==> config.mk <==
export PLATFORM = sky130hd
export DESIGN_NAME = cgd_top
export DESIGN_NICKNAME = d
export VERILOG_FILES = /design/src/verilog/cgd_pkg.sv /design/src/verilog/cgd_gb_mem.sv /design/src/verilog/cgd_top.sv
export VERILOG_INCLUDE_DIRS = /design/src /design/src/verilog
export SDC_FILE = /design/constraint.sdc
export NUM_CORES = 2
export LEC_CHECK = 0
export BUFFER_PORTS_ARGS = -buffer_cell sky130_fd_sc_hd__buf_2
export CAP_MARGIN = 5
export CORE_MARGIN = 2
export CORE_UTILIZATION = 55
export DETAILED_ROUTE_END_ITERATION = 10
export HOLD_SLACK_MARGIN = 0.06
export PLACE_DENSITY_LB_ADDON = 0.12
export SLEW_MARGIN = 20
export SYNTH_ARGS = -nofsm -noshare
export SYNTH_HDL_FRONTEND = slang
export SYNTH_SLANG_ARGS = --single-unit
==> constraint.sdc <==
create_clock -name clk -period 14.2 [get_ports clk]
set_clock_uncertainty 0.1 [all_clocks]
set_input_delay 1.42 -clock clk [delete_from_list [all_inputs] [get_ports clk]]
set_output_delay 1.42 -clock clk [all_outputs]
set_load 0.01 [all_outputs]
==> src/verilog/cgd_cfg.svh <==
// Constants for the clip guardband determination block.
`ifndef CGD_CFG_SVH
`define CGD_CFG_SVH
`define CGD_REG_CTRL 12'h000
`define CGD_REG_TBLPTR 12'h004
`define CGD_REG_STATUS 12'h008
`define CGD_REG_ACCCNT 12'h00C
`define CGD_REG_REJCNT 12'h010
`define CGD_REG_CLPCNT 12'h014
`define CGD_CTRL_VPEN 0
`define CGD_CTRL_GBEN 1
`define CGD_CTRL_ROUTE_LO 2
`define CGD_CTRL_UCF_LO 8
`define CGD_CTRL_RESET 32'h0000_0003
`define CGD_NUM_VP 16
`define CGD_HDR_BITS 256
`endif

==> src/verilog/cgd_pkg.sv <==
// Types for the clip guardband determination block.
`default_nettype none
package cgd_pkg;
   typedef enum logic [1:0] {CGD_ROUTE_NORMAL = 2'h0, CGD_ROUTE_ALL = 2'h1, CGD_ROUTE_NONREJ = 2'h2} cgd_route_t;
   typedef enum logic [1:0] {CGD_OUT_REJECT = 2'h0, CGD_OUT_ACCEPT = 2'h1, CGD_OUT_CLIP = 2'h2} cgd_outcome_t;
   // Per-vertex header fields used by the test: 32-bit signed fixed point positions.
   typedef struct packed {
      logic [31:0] x;
      logic [31:0] y;
      logic [31:0] z;
      logic [31:0] rhw;
      logic [7:0] ucf;
      logic [3:0] vpIndex;
   } cgd_vhdr_t;
   // Guardband limits, one set per viewport.
   typedef struct packed {
      logic [31:0] xmin;
      logic [31:0] xmax;
      logic [31:0] ymin;
      logic [31:0] ymax;
   } cgd_gb_t;
   // Vertex entry arriving from the geometry shader stage.
   typedef struct packed {
      logic [15:0] handle;
      logic [1:0] nVert;
      logic last;
      logic fromThread;
   } cgd_vin_t;
endpackage
`default_nettype wire

==> src/verilog/cgd_gb_mem.sv <==
// Guardband parameter cache, one entry per viewport, registered read.
`timescale 1ns/1ps
`default_nettype none
`include "cgd_cfg.svh"
module cgd_gb_mem #(
   parameter int DEPTH = `CGD_NUM_VP
) (
   input wire logic clk, // clock
   input wire logic wrEn, // write strobe
   input wire logic [3:0] wrAddr, // write index
   input wire cgd_pkg::cgd_gb_t wrData, // write data
   input wire logic [3:0] rdAddr, // read index
   output cgd_pkg::cgd_gb_t rdData // registered read data
);
   cgd_pkg::cgd_gb_t mem [DEPTH];
   always_ff @(posedge clk) begin
      if (wrEn) begin
         mem[wrAddr] <= wrData;
      end
   end
   always_ff @(posedge clk) begin
      rdData <= mem[rdAddr];
   end
endmodule
`default_nettype wire

==> src/verilog/cgd_top.sv <==
// Guardband-aware clip test and object decision for the clip stage.
`timescale 1ns/1ps
`default_nettype none
`include "cgd_cfg.svh"
module cgd_top (
   input wire logic clk, // 10 MHz clock
   input wire logic sys_rst, // synchronous reset, active high
   input wire logic psel, // APB select
   input wire logic penable, // APB enable
   input wire logic pwrite, // APB direction
   input wire logic [11:0] paddr, // APB byte address
   input wire logic [31:0] pwdata, // APB write data
   output logic [31:0] prdata, // APB read data
   output logic pready, // APB ready
   output logic pslverr, // APB error
   input wire logic vinValid, // vertex entry valid
   output logic vinReady, // vertex entry taken
   input wire cgd_pkg::cgd_vin_t vinData, // vertex entry
   output logic hdrReq, // header readback request
   output logic [15:0] hdrHandle, // handle being read back
   input wire logic hdrValid, // readback data valid
   input wire cgd_pkg::cgd_vhdr_t hdrData, // readback header fields
   output logic memReq, // guardband table fetch request
   output logic [31:0] memAddr, // guardband table fetch address
   input wire logic memValid, // fetch data valid
   input wire cgd_pkg::cgd_gb_t memData, // fetched guardband set
   output logic outValid, // decision valid, one cycle
   output cgd_pkg::cgd_outcome_t outKind, // decision
   output logic [47:0] outHandles, // handles of the object
   output logic releaseValid // input vertices released to clip thread
);
   typedef enum logic [5:0] {
      S_IDLE = 6'b000001, S_RB = 6'b000010, S_FETCH = 6'b000100,
      S_TEST = 6'b001000, S_DECIDE = 6'b010000, S_WAIT = 6'b100000
   } cgd_state_t;

   // ----------------------------------------------------------------
   // Register file
   // ----------------------------------------------------------------
   logic [31:0] ctrl_q;
   logic [31:0] tblPtr_q;
   logic [15:0] gbLoaded_q;
   logic [31:0] accCnt_q, rejCnt_q, clpCnt_q;
   logic apbWr;
   logic mapped;
   assign apbWr = psel && penable && pwrite;
   assign pready = 1'b1;
   always_comb begin
      mapped = 1'b1;
      if (paddr == `CGD_REG_CTRL) begin
         prdata = ctrl_q;
      end else if (paddr == `CGD_REG_TBLPTR) begin
         prdata = tblPtr_q;
      end else if (paddr == `CGD_REG_STATUS) begin
         prdata = {16'h0000, gbLoaded_q};
      end else if (paddr == `CGD_REG_ACCCNT) begin
         prdata = accCnt_q;
      end else if (paddr == `CGD_REG_REJCNT) begin
         prdata = rejCnt_q;
      end else if (paddr == `CGD_REG_CLPCNT) begin
         prdata = clpCnt_q;
      end else begin
         prdata = 32'h0000_0000;
         mapped = 1'b0;
      end
   end
   assign pslverr = psel && penable && !mapped;

   always_ff @(posedge clk) begin
      if (sys_rst) begin
         ctrl_q <= `CGD_CTRL_RESET;
      end else if (apbWr && paddr == `CGD_REG_CTRL) begin
         ctrl_q <= pwdata;
      end
   end
   // Writing the pointer invalidates the cached sets so they are refetched.
   always_ff @(posedge clk) begin
      if (sys_rst) begin
         tblPtr_q <= 32'h0000_0000;
      end else if (apbWr && paddr == `CGD_REG_TBLPTR) begin
         tblPtr_q <= pwdata;
      end
   end

   logic vpEn, gbEn;
   cgd_pkg::cgd_route_t route;
   logic [7:0] ucfMask;
   assign vpEn = ctrl_q[`CGD_CTRL_VPEN];
   assign gbEn = ctrl_q[`CGD_CTRL_GBEN];
   assign route = cgd_pkg::cgd_route_t'(ctrl_q[`CGD_CTRL_ROUTE_LO +: 2]);
   assign ucfMask = ctrl_q[`CGD_CTRL_UCF_LO +: 8];

   // ----------------------------------------------------------------
   // Outcode arithmetic
   // ----------------------------------------------------------------
   // Bits: 0..3 viewport L R B T, 4..7 guardband L R B T, 8 Z, 9 negw, 10..17 ucf.
   function automatic logic [17:0] vertCode(input cgd_pkg::cgd_vhdr_t h, input cgd_pkg::cgd_gb_t g,
                                            input logic vp, input logic gb, input logic [7:0] m);
      logic neg;
      logic [3:0] v, b;
      logic [31:0] one, mone;
      neg = h.rhw[31];
      one = 32'h0001_0000;
      mone = 32'hFFFF_0000;
      v = 4'h0;
      b = 4'h0;
      if (vp) begin
         v = neg ? {$signed(h.y) < $signed(one), $signed(h.y) > $signed(mone),
                    $signed(h.x) < $signed(one), $signed(h.x) > $signed(mone)}
                 : {$signed(h.y) > $signed(one), $signed(h.y) < $signed(mone),
                    $signed(h.x) > $signed(one), $signed(h.x) < $signed(mone)};
      end
      if (gb) begin
         // Each edge has its own limit, so the band may sit inside the viewport.
         b = neg ? {$signed(h.y) < $signed(g.ymax), $signed(h.y) > $signed(g.ymin),
                    $signed(h.x) < $signed(g.xmax), $signed(h.x) > $signed(g.xmin)}
                 : {$signed(h.y) > $signed(g.ymax), $signed(h.y) < $signed(g.ymin),
                    $signed(h.x) > $signed(g.xmax), $signed(h.x) < $signed(g.xmin)};
      end
      if (vp && !gb) begin
         b = v;
      end else if (!vp && gb) begin
         v = b;
      end
      vertCode = {h.ucf & m, neg, neg ? ($signed(h.z) > 0) : ($signed(h.z) < 0), b, v};
   endfunction

   // ----------------------------------------------------------------
   // Object sequencing
   // ----------------------------------------------------------------
   cgd_state_t state_q;
   logic [1:0] nVert_q, idx_q;
   logic [47:0] handles_q;
   logic [17:0] andCode_q, orCode_q;
   logic [3:0] vpIdx_q;
   cgd_pkg::cgd_vhdr_t hdr_q;
   cgd_pkg::cgd_gb_t gbRd;
   logic thread_q;
   logic [17:0] code;
   logic rej, acc;
   cgd_pkg::cgd_outcome_t kind;

   cgd_gb_mem #(.DEPTH(`CGD_NUM_VP)) u_mem (
      .clk(clk),
      .wrEn(state_q == S_FETCH && memValid),
      .wrAddr(vpIdx_q),
      .wrData(memData),
      .rdAddr(vpIdx_q),
      .rdData(gbRd)
   );

   assign code = vertCode(hdr_q, gbRd, vpEn, gbEn, ucfMask);
   // Triangles, rectangle lists and non-wide lines share one path; only the vertex count differs.
   assign rej = |andCode_q[3:0] || |andCode_q[17:8] && !andCode_q[9] || andCode_q[9];
   assign acc = ~|orCode_q[17:4];
   always_comb begin
      if (thread_q) begin
         kind = cgd_pkg::CGD_OUT_ACCEPT;
      end else if (route == cgd_pkg::CGD_ROUTE_ALL) begin
         kind = cgd_pkg::CGD_OUT_CLIP;
      end else if (rej) begin
         kind = cgd_pkg::CGD_OUT_REJECT;
      end else if (acc && route != cgd_pkg::CGD_ROUTE_NONREJ) begin
         kind = cgd_pkg::CGD_OUT_ACCEPT;
      end else begin
         kind = cgd_pkg::CGD_OUT_CLIP;
      end
   end

   assign vinReady = state_q == S_IDLE;
   assign hdrReq = state_q == S_RB;
   assign hdrHandle = handles_q[16*idx_q +: 16];
   assign memReq = state_q == S_FETCH;
   assign memAddr = tblPtr_q + {24'h000000, vpIdx_q, 4'h0};

   always_ff @(posedge clk) begin
      if (sys_rst) begin
         state_q <= S_IDLE;
         nVert_q <= 2'h0;
         idx_q <= 2'h0;
         handles_q <= 48'h0;
         thread_q <= 1'b0;
         vpIdx_q <= 4'h0;
         hdr_q <= '0;
         andCode_q <= 18'h3FFFF;
         orCode_q <= 18'h0;
      end else begin
         case (state_q)
            S_IDLE: begin
               if (vinValid) begin
                  handles_q[16*idx_q +: 16] <= vinData.handle;
                  nVert_q <= vinData.nVert;
                  thread_q <= vinData.fromThread;
                  if (vinData.last || idx_q + 2'h1 == vinData.nVert) begin
                     idx_q <= 2'h0;
                     andCode_q <= 18'h3FFFF;
                     orCode_q <= 18'h0;
                     state_q <= S_RB;
                  end else begin
                     idx_q <= idx_q + 2'h1;
                  end
               end
            end
            S_RB: begin
               if (hdrValid) begin
                  hdr_q <= hdrData;
                  vpIdx_q <= hdrData.vpIndex;
                  state_q <= gbLoaded_q[hdrData.vpIndex] ? S_WAIT : S_FETCH;
               end
            end
            S_FETCH: begin
               if (memValid) begin
                  state_q <= S_WAIT;
               end
            end
            S_WAIT: begin
               state_q <= S_TEST; // memory read data settles
            end
            S_TEST: begin
               andCode_q <= andCode_q & code;
               orCode_q <= orCode_q | code;
               if (idx_q + 2'h1 >= nVert_q) begin
                  state_q <= S_DECIDE;
               end else begin
                  idx_q <= idx_q + 2'h1;
                  state_q <= S_RB;
               end
            end
            S_DECIDE: begin
               idx_q <= 2'h0;
               state_q <= S_IDLE;
            end
            default: state_q <= S_IDLE;
         endcase
      end
   end

   // A fetch landing in the same cycle as a pointer write keeps its set marked valid, so software
   // should move the pointer only while no object is in flight.
   always_ff @(posedge clk) begin
      if (sys_rst) begin
         gbLoaded_q <= 16'h0000;
      end else begin
         if (apbWr && paddr == `CGD_REG_TBLPTR) begin
            gbLoaded_q <= 16'h0000;
         end
         if (state_q == S_FETCH && memValid) begin
            gbLoaded_q[vpIdx_q] <= 1'b1;
         end
      end
   end

   always_ff @(posedge clk) begin
      if (sys_rst) begin
         outValid <= 1'b0;
         outKind <= cgd_pkg::CGD_OUT_REJECT;
         outHandles <= 48'h0;
         releaseValid <= 1'b0;
      end else begin
         outValid <= state_q == S_DECIDE;
         releaseValid <= state_q == S_DECIDE && kind == cgd_pkg::CGD_OUT_CLIP;
         if (state_q == S_DECIDE) begin
            outKind <= kind;
            outHandles <= handles_q;
         end
      end
   end

   always_ff @(posedge clk) begin
      if (sys_rst) begin
         accCnt_q <= 32'h0;
         rejCnt_q <= 32'h0;
         clpCnt_q <= 32'h0;
      end else if (state_q == S_DECIDE) begin
         if (kind == cgd_pkg::CGD_OUT_ACCEPT) begin
            accCnt_q <= accCnt_q + 32'h1;
         end else if (kind == cgd_pkg::CGD_OUT_REJECT) begin
            rejCnt_q <= rejCnt_q + 32'h1;
         end else begin
            clpCnt_q <= clpCnt_q + 32'h1;
         end
      end
   end

   // ----------------------------------------------------------------
   // Checks
   // ----------------------------------------------------------------
   one_outcome_a: assert property (@(posedge clk) disable iff (sys_rst)
      outValid |-> outKind inside {cgd_pkg::CGD_OUT_REJECT, cgd_pkg::CGD_OUT_ACCEPT, cgd_pkg::CGD_OUT_CLIP})
      else $error("bad outcome");
   clip_release_a: assert property (@(posedge clk) disable iff (sys_rst)
      releaseValid |-> outValid && outKind == cgd_pkg::CGD_OUT_CLIP)
      else $error("release without clip");
   route_all_a: assert property (@(posedge clk) disable iff (sys_rst)
      state_q == S_DECIDE && !thread_q && route == cgd_pkg::CGD_ROUTE_ALL |=> outKind == cgd_pkg::CGD_OUT_CLIP)
      else $error("route all ignored");
   reject_first_a: assert property (@(posedge clk) disable iff (sys_rst)
      state_q == S_DECIDE && rej && !thread_q && route != cgd_pkg::CGD_ROUTE_ALL
      |=> outKind == cgd_pkg::CGD_OUT_REJECT)
      else $error("reject not first");
   band_accept_a: assert property (@(posedge clk) disable iff (sys_rst)
      state_q == S_DECIDE && !rej && acc && route == cgd_pkg::CGD_ROUTE_NORMAL
      |=> outKind == cgd_pkg::CGD_OUT_ACCEPT)
      else $error("band accept missed");
   readback_first_a: assert property (@(posedge clk) disable iff (sys_rst)
      state_q == S_TEST |-> $past(state_q, 1) == S_WAIT)
      else $error("test without readback");
   fetch_ptr_a: assert property (@(posedge clk) disable iff (sys_rst)
      memReq |-> memAddr == tblPtr_q + {24'h000000, vpIdx_q, 4'h0} && !gbLoaded_q[vpIdx_q])
      else $error("fetch address wrong");
   copy_codes_a: assert property (@(posedge clk) disable iff (sys_rst)
      vpEn != gbEn |-> code[3:0] == code[7:4])
      else $error("outcodes not copied");
   negw_code_a: assert property (@(posedge clk) disable iff (sys_rst)
      code[9] == hdr_q.rhw[31])
      else $error("negative w code wrong");
endmodule
`default_nettype wire

==> summary.md <==
| Metric | Value |
|---|---|
| Outcome | `finished, final reports clean` |
| Summed instance area of the synthesized netlist | `roughly 100000 sq um` |
| Minimum setup slack in the final design | `between 7 and 8 ns` |
| Fillcell total | `approximately 13000` |
| Clock Pin Slew Worst Setup and Hold Paths | `approximately 0.060 ns` |
| Share of synthesized area occupied by flip-flops and latches | `between 70 and 80%` |
| Total Routed Length | `256900 um` |
| Post-Route Setup TNS | `0 ns` |
| Final Instance Count excl. Fillers | `8942` |
| Area contributors post-synth | `edfxtp_1 (61%), mux4_2 (14%), dfxtp_1 (11%), nand2_1 (2.3%), a21oi_1 (1.9%)` |
| Combined area of the multi-input logic cells | `26820 sq um` |
| Core area | `~180000 sq um` |
| Met2 Wirelength | `around 130000 um` |
| Starting density of the core | `between 50% and 60%` |
| Number of warning messages in the yosys log | `0` |
| Combined flip-flop and latch cell area | `72560 sq um` |
| Critical-path cell list | `buf_4 -> inv_1 -> fa_1 -> nor2b_1 -> o21a_1 -> o21ai_0 -> or2_2 -> nor2_1 -> nand3_1 -> xnor2_1 -> buf_2` |
| Leakage power summed over all cells | `37.57 nW` |
| Remaining number of nets flagged by the antenna check after routing | `0` |
| CTS sink count | `2600` |
| Crit Path Class | `reg2out` |
| Height of the chip | `432.5 um` |
| Hold buffer count at cts | `0` |
| Drt via density | `roughly 6.2` |
| Pwr Density | `roughly 140 nW/um^2` |
| Adder-cell area share of the yosys netlist | `~1.8%` |
| H-tree Lvls | `5` |
| Required time reported for the critical path endpoint | `around 13 ns` |
| Flip-flop and latch count after synthesis | `between 2000 and 3000` |
| Minimum clock period after layout | `about 6.3 ns` |
| Crit share post-route | `~44%` |
| Global-route wire length before repair | `371700 um` |
| RSZ-0062 raised after global routing | `false` |
| Per-instance average area after synthesis | `17.38 sq um` |
| Die Outline Area | `around 190000 sq um` |
| Number of buffers added for setup after CTS | `0` |
| Via count | `~55000` |
| Clock tree from TritonCTS | `built` |
| VDD IR-drop max | `121.1 uV` |
| Slew at the pin with the worst max-slew slack | `about 1.2 ns` |
| Number of enable flip-flop cells after synthesis | `between 2000 and 2500` |
| Max cap viols | `0` |
| Number of global-route vias before repair | `around 55000` |
| Total track usage | `27.49%` |
| Cell area after placement | `between 100000 and 150000 sq um` |
| Layout Nets | `around 6800` |
| Total instance count after detailed placement | `between 8000 and 9000` |
| Number of antenna violations at the first check in global routing | `between 80 and 90` |
| Post-Synth XOR/XNOR Area | `less than 1%` |
| Achievable frequency | `approximately 160 MHz` |
| Maximum clock path buffer count | `4` |
| Final setup violation count | `0` |
| Horizontal extent of the die | `432.5 um` |
| Design Area, Final | `114900 sq um` |
| Num rows | `between 150 and 200` |
| Final number of hold-violating endpoints | `0` |
| Final GP Congestion | `~0.88` |
| First-pass iteration count of the detailed router | `7` |
| CTS resizes | `0` |
| Detailed-route wire length per cell | `about 29 um` |
| Critical path endpoint category | `output port` |
| Area Growth Syn to Fin | `13.79%` |
| Proportion of netlist area held by the largest area contributor | `60.89%` |
| Worst slew margin relative to its limit | `between 20% and 30%` |
| Critical-path cell with the highest stage delay | `dfxtp_4` |
| Share of synthesized cell area in and, or, nand and nor gates | `~5.2%` |
| Most instantiated library cell after synthesis | `edfxtp_1` |
| Total global routing overflow | `0` |
| CP arrival | `approximately 4.8 ns` |
| Max Transition Viols Final | `0` |
| Main combinational cell family by area after synthesis | `multiplexers` |
| Largest area contributor in the synthesized netlist | `edfxtp_1` |
| Number of buffers added on ports | `between 400 and 500` |
| Multiplexer fraction of the synthesized cell area | `approximately 15%` |
| Prevailing post-synth register cell | `edfxtp_1` |
| Min-delay worst type | `reg2reg` |
| Ports placed on the boundary | `477` |
| Residual DRC | `0` |
| Top post-synthesis cells by count | `edfxtp_1 (2048), mux4_2 (645), nand2_1 (610), dfxtp_1 (552), a21oi_1 (382)` |
| Met3 layer wire length in the routed design | `roughly 20000 um` |
| Worst Path Max Fanout | `just under 60` |
| Root buffer cell | `clkbuf_16` |
| Total CTS buffers | `281` |
| Fraction of final layout cells with drive strength greater than 1 | `24.69%` |
| Util after Layout | `between 60% and 70%` |
| Ys async rst share | `0%` |
| Cell count after synthesis | `5810` |
| M1 wire length | `102400 um` |
| Library cells used by synthesis | `73` |
| Synth Net Count | `approximately 6300` |
| Clk Latency, worst-skew pair | `0.92 ns` |
| Critical Path Source Type | `flip-flop` |
| Worst slack at placement | `between 8 and 9 ns` |
| Half-perimeter wire length after placement | `between 100000 and 150000 um` |
| Fraction of the mapped netlist area in compound gates | `about 3.3%` |
| DRC marker count from the first detailed-route iteration | `5595` |
| Maximum number of pins on one net before global-route repair | `approximately 210` |
| Highest metal layer used by the detailed router | `met5` |
| Crit path largest cell delay | `between 0.7 and 0.8 ns` |
cell usage in the layout (no fill, tap or decap), types with 11 or more instances in the layout:
master	n
edfxtp_1	2048
mux4_2	645
nand2_1	609
dfxtp_1	548
buf_2	443
a21oi_1	382
clkbuf_16	293
nor2_1	170
inv_1	167
ha_1	141
nand3_1	100
o21ai_0	86
mux2i_1	78
buf_4	77
clkbuf_1	73
nand4_1	65
xnor2_1	62
xor2_1	44
nor4_1	43
nor3_1	38
clkinv_2	34
o22ai_1	30
diode_2	29
clkbuf_8	28
clkinv_1	27
or3_1	24
and4_1	15
a31oi_1	14
nor2b_1	13
and3_1	13
nand2b_1	13
nor2_4	13
bufinv_16	13
a21o_1	11
a22oi_1	11
buf_12	11
sequential cells by signal, indices dropped and copies added, names as in the netlist, 14 cells and up:
name	cells
tblPtr_q	32
orCode_q	14
hdr_q	104
outHandles	48
accCnt_q	32
andCode_q	14
ctrl_q	32
handles_q	48
u_mem.mem	2048
clpCnt_q	32
rejCnt_q	32
gbLoaded_q	16
u_mem.rdData	128
layout make-up:
class                   count  area share (%)
repair buffers            533           2.661
inverters                 168          0.5487
well taps                2385           2.596
multi-input cells        2741           23.33
clock buffers             394           6.953
diodes                     29         0.06314
clock inverters            92          0.7098
flip-flops and latches   2600           63.14
routing by layer:
layer / vias to the layer above / global-route usage, %
met5: - / 0
met4: 50 / 8.810
met3: 501 / 5.216
met2: 2223 / 45.00
met1: 28756 / 37.62
li1: 23860 / -
critical path: cells and delay by family (launching register included):
family | cells | cell delay [ns]
simple gates | 4 | 0.90
compound gates | 2 | 0.28
buf+inv | 3 | 1.18
flops | 1 | 0.78
fa+ha+maj | 1 | 0.54
xor+xnor | 1 | 0.14
cells by family (layout without fill, tap and decap cells):
kind of cell | after synthesis | count (layout)
xor gates and xnor gates | 106 | 106
other | 1 | 30
and+or+nand+nor | 1168 | 1168
adders and majority gates | 142 | 142
buffers and inverters | 469 | 1187
DFF | 2600 | 2600
AOI/OAI and AO/OA | 598 | 598
muxes | 726 | 726
path summary, 6_finish.rpt:
path | from | endpoint | slack, ns | cells past startpoint
setup / recovery | vpIdx_q[1] | memAddr[30] | 7.93 | 11
hold / removal | outHandles[39] | outHandles[39] | 0.35 | 2
setup reg to reg | vpIdx_q[1] | u_mem.mem[14][57] | 8.58 | 7
hold reg to reg | outHandles[39] | outHandles[39] | 0.35 | 2
per-stage QoR:
step	power, mW	hold WS (ns)
finish	15.88	0.3513
global placement	9.023	0.3403
floorplan	8.763	0.3281
detailed placement	9.039	0.3429
CTS	15.99	0.3510
global route	16.34	0.3688
where the power goes:
| group | internal (mW) | switching, mW | total [mW] |
|---|---|---|---|
| registers | 8.25 | 0.0519 | 8.30 |
| clock network | 4.15 | 2.85 | 7.00 |
| logic | 0.218 | 0.361 | 0.579 |
No activity file was read; power rests on OpenSTA's default activity.
